`config.mk`:
```
export PLATFORM = sky130hd
export DESIGN_NAME = dssr_top
export DESIGN_NICKNAME = d
export VERILOG_FILES = /design/src/hw/dssr_pkg.sv /design/src/hw/dssr_buf.sv /design/src/hw/dssr_top.sv
export SDC_FILE = /design/constraint.sdc
export NUM_CORES = 1
export LEC_CHECK = 0
export ABC_AREA = 1
export BUFFER_PORTS_ARGS = -buffer_cell sky130_fd_sc_hd__buf_4
export CORE_ASPECT_RATIO = 2
export CORE_MARGIN = 2
export CORE_UTILIZATION = 52
export DETAILED_ROUTE_END_ITERATION = 12
export GPL_TIMING_DRIVEN = 0
export PLACE_DENSITY = 0.86
export SLEW_MARGIN = 20
export SYNTH_ARGS = -nofsm -noshare
export SYNTH_HDL_FRONTEND = slang
export SYNTH_SLANG_ARGS = --single-unit
export TNS_END_PERCENT = 100
```
`constraint.sdc`:
```
create_clock -name clk_sys -period 1.42 [get_ports clk_sys]
set_clock_uncertainty 0.05 [all_clocks]
set_input_delay 0.071 -clock clk_sys [delete_from_list [all_inputs] [get_ports clk_sys]]
set_output_delay 0.071 -clock clk_sys [all_outputs]
set_load 0.1 [all_outputs]
```
`src/hw/dssr_pkg.sv`:
```
package dssr_pkg;
    localparam int CHAIN_LEN    = 8;
    localparam int NUM_CHAINS   = 2;
    localparam int SYNC_STAGES  = 2;
    localparam int BUF_DEPTH    = 2;
    localparam logic SEL_A      = 1'b0;
    localparam logic RESET_ACT  = 1'b0;
    localparam logic [CHAIN_LEN-1:0] CHAIN_CLEAR = 8'h00;

    // per-chain output word carried through the buffer
    typedef struct packed {
        logic [CHAIN_LEN-1:0] stages;
        logic                 q_true;
        logic                 q_inv;
    } dssr_word_t;

    // one input sample, all pins of the part
    typedef struct packed {
        logic                  input_select;
        logic [NUM_CHAINS-1:0] serial_input_a;
        logic [NUM_CHAINS-1:0] serial_input_b;
        logic [NUM_CHAINS-1:0] private_chain_clock;
        logic                  common_clock;
        logic                  reset_n;
    } dssr_pins_t;
endpackage

```
`src/hw/dssr_buf.sv`:
```
`timescale 1ns/1ps
// two-entry buffer, valid/ready on both sides
module dssr_buf #(
    parameter int WIDTH = 10,
    parameter int DEPTH = 2
) (
    input  wire logic             clk_sys,
    input  wire logic             reset,
    input  wire logic             in_valid,
    output logic                  in_ready,
    input  wire logic [WIDTH-1:0] in_data,
    output logic                  out_valid,
    input  wire logic             out_ready,
    output logic      [WIDTH-1:0] out_data
);
    localparam int AW = (DEPTH > 1) ? $clog2(DEPTH) : 1;

    logic [WIDTH-1:0] mem_reg [DEPTH];
    logic [AW-1:0]    rd_reg, rd_next, wr_reg, wr_next;
    logic [AW:0]      cnt_reg, cnt_next;
    logic             push, pop;

    // handshake and pointer advance
    always_comb begin
        in_ready  = (cnt_reg != (AW+1)'(DEPTH)) ? 1'b1 : 1'b0;
        out_valid = (cnt_reg != '0);
        push      = in_valid && in_ready;
        pop       = out_valid && out_ready;
        wr_next   = wr_reg;
        rd_next   = rd_reg;
        cnt_next  = cnt_reg;
        if (push) begin
            wr_next = (wr_reg == AW'(DEPTH - 1)) ? '0 : wr_reg + 1'b1;
        end
        if (pop) begin
            rd_next = (rd_reg == AW'(DEPTH - 1)) ? '0 : rd_reg + 1'b1;
        end
        if (push && !pop) begin
            cnt_next = cnt_reg + 1'b1;
        end else if (pop && !push) begin
            cnt_next = cnt_reg - 1'b1;
        end
    end

    // pointer, count and memory write registers; read data is combinational
    always_ff @(posedge clk_sys) begin
        if (reset) begin
            wr_reg   <= '0;
            rd_reg   <= '0;
            cnt_reg  <= '0;
        end else begin
            wr_reg   <= wr_next;
            rd_reg   <= rd_next;
            cnt_reg  <= cnt_next;
        end
        if (push) begin
            mem_reg[wr_reg] <= in_data;
        end
    end

    assign out_data = mem_reg[rd_reg];
endmodule

```
`src/hw/dssr_top.sv`:
```
`timescale 1ns/1ps
module dssr_top
    import dssr_pkg::*;
#(
    parameter int LEN = dssr_pkg::CHAIN_LEN
) (
    input  wire logic                      clk_sys,
    input  wire logic                      reset,
    input  wire logic                      input_select,
    input  wire logic [NUM_CHAINS-1:0]     serial_input_a,
    input  wire logic [NUM_CHAINS-1:0]     serial_input_b,
    input  wire logic [NUM_CHAINS-1:0]     private_chain_clock,
    input  wire logic                      common_clock,
    input  wire logic                      chain_reset_n,
    output logic      [NUM_CHAINS-1:0]     q_true,
    output logic      [NUM_CHAINS-1:0]     q_inv,
    output logic      [NUM_CHAINS-1:0]     word_valid,
    input  wire logic [NUM_CHAINS-1:0]     word_ready,
    output dssr_pkg::dssr_word_t [NUM_CHAINS-1:0] word_data,
    output logic      [NUM_CHAINS-1:0]     word_drop
);
    import dssr_pkg::*;

    localparam int PW = $bits(dssr_pins_t);

    dssr_pins_t           pins_now;
    logic [PW-1:0]        sync1_reg, sync2_reg;
    dssr_pins_t           pins_s;
    logic [NUM_CHAINS-1:0] eclk, eclk_prev_reg, rise;

    // pack asynchronous pins for synchronising
    always_comb begin
        pins_now.input_select        = input_select;
        pins_now.serial_input_a      = serial_input_a;
        pins_now.serial_input_b      = serial_input_b;
        pins_now.private_chain_clock = private_chain_clock;
        pins_now.common_clock        = common_clock;
        pins_now.reset_n             = chain_reset_n;
    end

    // two-flop synchroniser for all pins
    always_ff @(posedge clk_sys) begin
        if (reset) begin
            sync1_reg <= '0;
            sync2_reg <= '0;
        end else begin
            sync1_reg <= pins_now;
            sync2_reg <= sync1_reg;
        end
    end

    assign pins_s = dssr_pins_t'(sync2_reg);

    // effective clock and edge detection per chain
    always_comb begin
        for (int c = 0; c < NUM_CHAINS; c++) begin
            eclk[c] = pins_s.private_chain_clock[c] | pins_s.common_clock;
        end
        rise = eclk & ~eclk_prev_reg;
    end

    always_ff @(posedge clk_sys) begin
        if (reset) begin
            eclk_prev_reg <= '0;
        end else begin
            eclk_prev_reg <= eclk;
        end
    end

    genvar g;
    generate
        for (g = 0; g < NUM_CHAINS; g++) begin : g_chain
            logic [LEN-1:0] chain_reg, chain_next;
            logic           din;
            logic           push_reg, push_next;
            logic           drop_reg, drop_next;
            logic           in_ready;
            dssr_word_t     w_reg, w_next;

            // input mux and shift step
            always_comb begin
                din = (pins_s.input_select == SEL_A) ?
                      pins_s.serial_input_a[g] :
                      pins_s.serial_input_b[g];
                chain_next = chain_reg;
                push_next  = 1'b0;
                // a snapshot offered to a full buffer is lost here
                drop_next  = push_reg & ~in_ready;
                w_next     = w_reg;
                if (pins_s.reset_n == RESET_ACT) begin
                    chain_next = CHAIN_CLEAR[LEN-1:0];
                end else if (rise[g]) begin
                    chain_next = {chain_reg[LEN-2:0], din};
                    push_next  = 1'b1;
                    w_next.stages = {chain_reg[LEN-2:0], din};
                    w_next.q_true = chain_reg[LEN-2];
                    w_next.q_inv  = ~chain_reg[LEN-2];
                end
            end

            // chain state registers
            always_ff @(posedge clk_sys) begin
                if (reset) begin
                    chain_reg <= '0;
                    push_reg  <= 1'b0;
                    drop_reg  <= 1'b0;
                    w_reg     <= '0;
                end else begin
                    chain_reg <= chain_next;
                    push_reg  <= push_next;
                    drop_reg  <= drop_next;
                    w_reg     <= w_next;
                end
            end

            // eighth stage on true and inverted pins
            assign q_true[g]    = chain_reg[LEN-1];
            assign q_inv[g]     = ~chain_reg[LEN-1];
            assign word_drop[g] = drop_reg;

            // snapshot after each shift, buffered toward the reader
            dssr_buf #(
                .WIDTH ($bits(dssr_word_t)),
                .DEPTH (BUF_DEPTH)
            ) u_buf (
                .clk_sys   (clk_sys),
                .reset     (reset),
                .in_valid  (push_reg),
                .in_ready  (in_ready),
                .in_data   (w_reg),
                .out_valid (word_valid[g]),
                .out_ready (word_ready[g]),
                .out_data  (word_data[g])
            );
        end
    endgenerate
endmodule

```
=== Word-level counts from Yosys, hierarchy flattened ===
Memory sizes are Yosys's and may differ from the RTL's. A register that Yosys moved wholly into a read port is not among the register bits.
Index checks and enable logic that the tools add are counted.

* Div/mod/pow operators: 0
* Bitwise logic cells: 13
* Mux-type cells: 22
* Reduce and logical (&&, ||, !) cells: 19
* Order comparisons: 0
* Multiply operators: 0
* Eq/ne operators: 2
* Shifts and indexed selects: 0
* Add/subtract/negate cells: 8

{| class="wikitable"
|+ Operator list
! cell !! count
|-
| 1-bit 2-to-1 mux || 18
|-
| 1-bit logical AND || 8
|-
| 2-bit 2-to-1 mux || 4
|-
| 2-bit nonzero test || 4
|-
| 1-bit NOT || 7
|-
| 1-bit adder (second input constant) || 4
|-
| 2-bit by 1-bit adder with 2-bit output (second input constant) || 2
|-
| 1-bit zero test || 4
|-
| 2-bit != test (second input constant) || 2
|-
| 2-bit AND reduction || 2
|-
| 2-bit by 1-bit subtractor with 2-bit output (second input constant) || 2
|-
| 1-bit bitwise AND || 2
|-
| 2-bit bitwise AND || 1
|-
| 2-bit NOT || 1
|-
| 1-bit bitwise OR || 2
|-
| 2-bit OR reduction || 1
|}

* Register bits after elaboration: 68
* Input port bits: 13
* Word-level logic and storage cells: 87
* Memories kept: 2
* Bits in latches: 0
* Bits in writable memories: 40
* ROM bits: 0

{| class="wikitable"
|+ Memories
! name !! depth !! width !! rd ports !! clocked after Yosys merged registers in !! wr ports !! line !! source
|-
| g_chain[0].u_buf.mem_reg || 2 || 10 || 1 || 1 || 1 || dssr_buf.sv:18 || <nowiki>logic [WIDTH-1:0] mem_reg [DEPTH];</nowiki>
|-
| g_chain[1].u_buf.mem_reg || 2 || 10 || 1 || 1 || 1 || dssr_buf.sv:18 ||
|}

=== Longest topological paths before layout ===
* Word-level depth: 7
* Depth in mapped cells: 10
* Mapped depth without buffers: 10

=== By module ===
A second synthesis with hierarchy kept.

* Cell total of the unflattened synthesis: 413
* Area, all modules: 4184.0 um2

{| class="wikitable"
|+ By module, submodules not included
! module !! instances !! area each (um2) !! seq. area each (um2) !! cells an instance
|-
| dssr_top || 1 || 2154.6 || 1161.1 || 277
|-
| dssr_buf || 2 || 1014.7 || 700.7 || 68
|}

=== Worst setup path before layout ===
Ideal clock, no wire load.

* Path kind: flip-flop to output port
* Start: register (tool-made name)
* End: output word_data[19] (netlist bit)
* Arrival time: 1404 ps
* Buffers on the path: 2
* Path slack: -105 ps
* Cell stages (with the launch flop): 4
* Cells stage by stage: dfxtp_1 buf_2 mux2_2 buf_4

{| class="wikitable"
|+ RTL lines
! element !! line !! source
|-
| end, declared || dssr_top.sv:19 || <nowiki>output dssr_pkg::dssr_word_t [NUM_CHAINS-1:0] word_data,</nowiki>
|}

==> impl_results.rst <==
.. list-table::
   :header-rows: 1

   * - Metric
     - Value
   * - Post-Syn Area
     - 3940 µm²
   * - Die extent in y
     - 127.1 µm
   * - Reported max-cap violation count
     - 0
   * - Leakage power total
     - 2.161 nW
   * - Die Area
     - 8331 µm²
   * - Max FFs per register
     - 36
   * - Routability Congestion
     - 0.8061
   * - Initial DRC Count
     - 55
   * - Data required time at the worst endpoint
     - 1.30 ns
   * - Placement Cell Area
     - 4368 µm²
   * - Critical path arrival
     - 1.39 ns
   * - Worst setup path category
     - reg -> out
   * - Outcome
     - complete, but fails checks
   * - Routed len/inst
     - 12.03 µm
   * - Cell type contributing the most total cell area after synthesis
     - dfxtp_1
   * - FF+latch count, synth
     - 104
   * - Routed via count
     - 2666
   * - Number of buffer and inverter stages on the critical path
     - 3
   * - Finish-stage setup viols
     - 17
   * - Number of H-tree branching levels
     - 3
   * - Crit. End Element
     - output port
   * - Family with the most delay on the worst path
     - buffers and inverters
   * - CP cell instances
     - buf_6 > mux2_4 > buf_6 > buf_12
   * - Die X-Extent
     - 65.55 µm
   * - Proportion of layout cells with a drive suffix above 1
     - 27.43%
   * - Number of nets in the layout
     - 484
   * - Aggregate negative setup slack
     - -0.7976 ns
   * - Total routed wirelength
     - 6.809 mm
   * - Worst slew margin relative to its limit
     - 74.80%
   * - Number of iterations in the first detailed-routing pass
     - 5
   * - Hold Vio Cnt, Final
     - 0
   * - Cells after synthesis
     - 402
   * - Cell chosen for the clock root
     - clkbuf_16
   * - GRT Total Usage
     - 17.93%
   * - Share of the cycle needed by the critical path after routing
     - 106.7%
   * - Number of buffers added by the clock tree synthesis step
     - 9
   * - Overflow left after global routing
     - 0
   * - RSZ-0062 raised after global routing
     - true
   * - Cell at the slowest stage of the critical path
     - dfxtp_2
   * - Violations in the final reports
     - negative setup slack
   * - Nature of the critical path startpoint
     - flop
   * - Antenna violations before repair
     - 0
   * - Cell types occupying the most area after synthesis
     - dfxtp_1, edfxtp_1, nor2_1
   * - Number of antenna diodes
     - 0
   * - Yosys top cell area share
     - 34.55%
   * - Pin count of the biggest net entering global routing
     - 18
   * - Pins over their slew limit
     - 0
   * - Placed wire-length estimate
     - 4.496 mm
   * - Most frequent CP cell
     - buf_6
   * - Actual transition at the worst max-transition pin
     - 0.3741 ns
   * - Quantity of I/O buffers inserted on ports
     - 40
   * - Initial core utilization
     - 53.81%
   * - Clock Pin Slew Worst Setup and Hold Paths
     - 0.07 ns
   * - Max Fanout on Critical Path
     - 5
   * - DRC errors left
     - 0
   * - Max Clock Freq
     - 660.0 MHz
   * - Longest Clk Path Bufs
     - 2
   * - Final non-filler cell area
     - 5059 µm²
   * - CTS tree
     - built
   * - Number of core rows
     - 44
   * - Post-synth cell types
     - 24
   * - Per-cell via count in the routed design
     - 4.710
   * - Slowest stage delay, CP
     - 0.35 ns
   * - PD cells
     - 1316 nW/µm²
   * - IO Count
     - 41
   * - Warning count from the yosys run
     - 0
   * - Mapped Nets
     - 417
   * - Core footprint
     - 7322 µm²
   * - Average instance area after synthesis
     - 9.801 µm²
   * - Final critical-path setup slack
     - -0.09513 ns
   * - Classification of the worst-slack hold path
     - reg -> reg
   * - Placement Setup Slack
     - -0.08860 ns
   * - Seq/Total Area, Yosys
     - 61.99%
   * - First-pass GRT wire length
     - 11.41 mm
   * - Final ANT Viol Nets
     - 0
   * - R2r setup slk
     - 0.01 ns
   * - Area overhead of the layout relative to synthesis
     - 28.39%
   * - Largest vdd supply drop
     - 0.0008950 V
   * - Clock sink total
     - 104
   * - Vias in the first global route
     - 2660
   * - Clock Latency Late Sink
     - 0.34 ns
   * - Final Critical Period
     - 1.515 ns
[kinds of logic (layout without fill, tap and decap cells)]
family                     count (synthesis)  in the layout  share of synthesized area [%]
and+or+nand+nor                          163            164                          18.01
DFF                                      104            104                          61.99
buffers and inverters                     85            156                          10.03
AOI/OAI and AO/OA                         30             30                          4.192
muxes                                     18             18                          5.144
adders and majority gates                  2              2                         0.6350
[cells in the mapped netlist (all sizes together)]
| master | n |
|---|---|
| a21boi | 3 |
| nor4 | 2 |
| ha | 2 |
| o21ai | 17 |
| a21oi | 10 |
| nand2 | 64 |
| buf | 19 |
| inv | 66 |
| dfxtp | 68 |
| nor2 | 85 |
| mux2 | 18 |
| edfxtp | 36 |
| nand3 | 8 |
| nand4 | 4 |
[layer usage]
| layer | routed length [µm] | share of wire, % | track usage [%] | vias to the layer above |
|---|---|---|---|---|
| met3 | 205 | 3.0 | 3.697 | 22 |
| li1 | - | - | - | 1386 |
| met5 | 0 | 0 | 0 | - |
| met4 | 267 | 3.9 | 9.804 | 0 |
| met1 | 2541 | 37 | 17.99 | 1196 |
| met2 | 3795 | 56 | 33.19 | 62 |
[placed cells by master, fill, tap and decap left out, drive strengths merged]
| cell type | Yosys | routed |
|---|---|---|
| nor2 | 85 | 86 |
| dfxtp | 68 | 68 |
| inv | 66 | 67 |
| nand2 | 64 | 64 |
| buf | 19 | 62 |
| edfxtp | 36 | 36 |
| mux2 | 18 | 18 |
| o21ai | 17 | 17 |
| dlygate4sd3 | 0 | 12 |
| clkbuf | 0 | 11 |
| a21oi | 10 | 10 |
| nand3 | 8 | 8 |
| nand4 | 4 | 4 |
| a21boi | 3 | 3 |
| nor4 | 2 | 2 |
| clkinv | 0 | 2 |
| ha | 2 | 2 |
| bufinv | 0 | 1 |
| clkinvlp | 0 | 1 |
[tightest hold or removal path, stage by stage, from the launching register on]
cell and delay (ns):
dfxtp_1 0.30, inv_1 0.04, nor2_1 0.03
[where the power goes]
part           total (mW)  internal (mW)  switching (mW)
Sequential           3.20           3.15          0.0481
Clock                2.36           1.37           0.997
Combinational        1.10          0.383           0.716
Total                6.66           4.90            1.76
[through the flow]
step	utilization (%)	hold WS, ns	total power, mW	cells
2_1_floorplan	-	0.1280	3.997	402
3_3_place_gp	59.65	0.2218	4.150	534
3_5_place_dp	59.65	0.2264	4.173	534
4_1_cts	67.67	0.3537	6.636	564
5_1_grt	69.09	0.3730	6.892	566
6_report	69.09	0.3527	6.658	566
[final timing paths]
check	startpoint	to	depth (start not counted)
max reg2reg	g_chain[0].u_buf.cnt_reg[0]	g_chain[0].u_buf.cnt_reg[1]	8
max	flop	word_data[19]	4
min reg2reg	sync1_reg[0]	pins_s[0]	2
min	sync1_reg[0]	pins_s[0]	2
[cell type report]
type / count / area, µm²
fillers: 522 / 2263
flip-flops and latches: 104 / 2452
multi-input cells: 214 / 1199
plain buffers: 19 / 165.2
well taps: 92 / 115.1
clock inverters: 5 / 56.30
repair buffers: 55 / 588.1
clock buffers: 11 / 232.7
inverters: 66 / 250.2
[repair_timing]
item | 4_1_cts | 5_1_grt
hold buffers | 12 | 0
gates cloned | 2 | 1
setup buffers | 0 | 1
endpoints found under the setup margin | 60 | 32
resized for setup | 46 | 22
hold endpoints to repair | 16 | 0
pin swaps | 0 | 2
No activity file was read; power rests on OpenSTA's default activity.
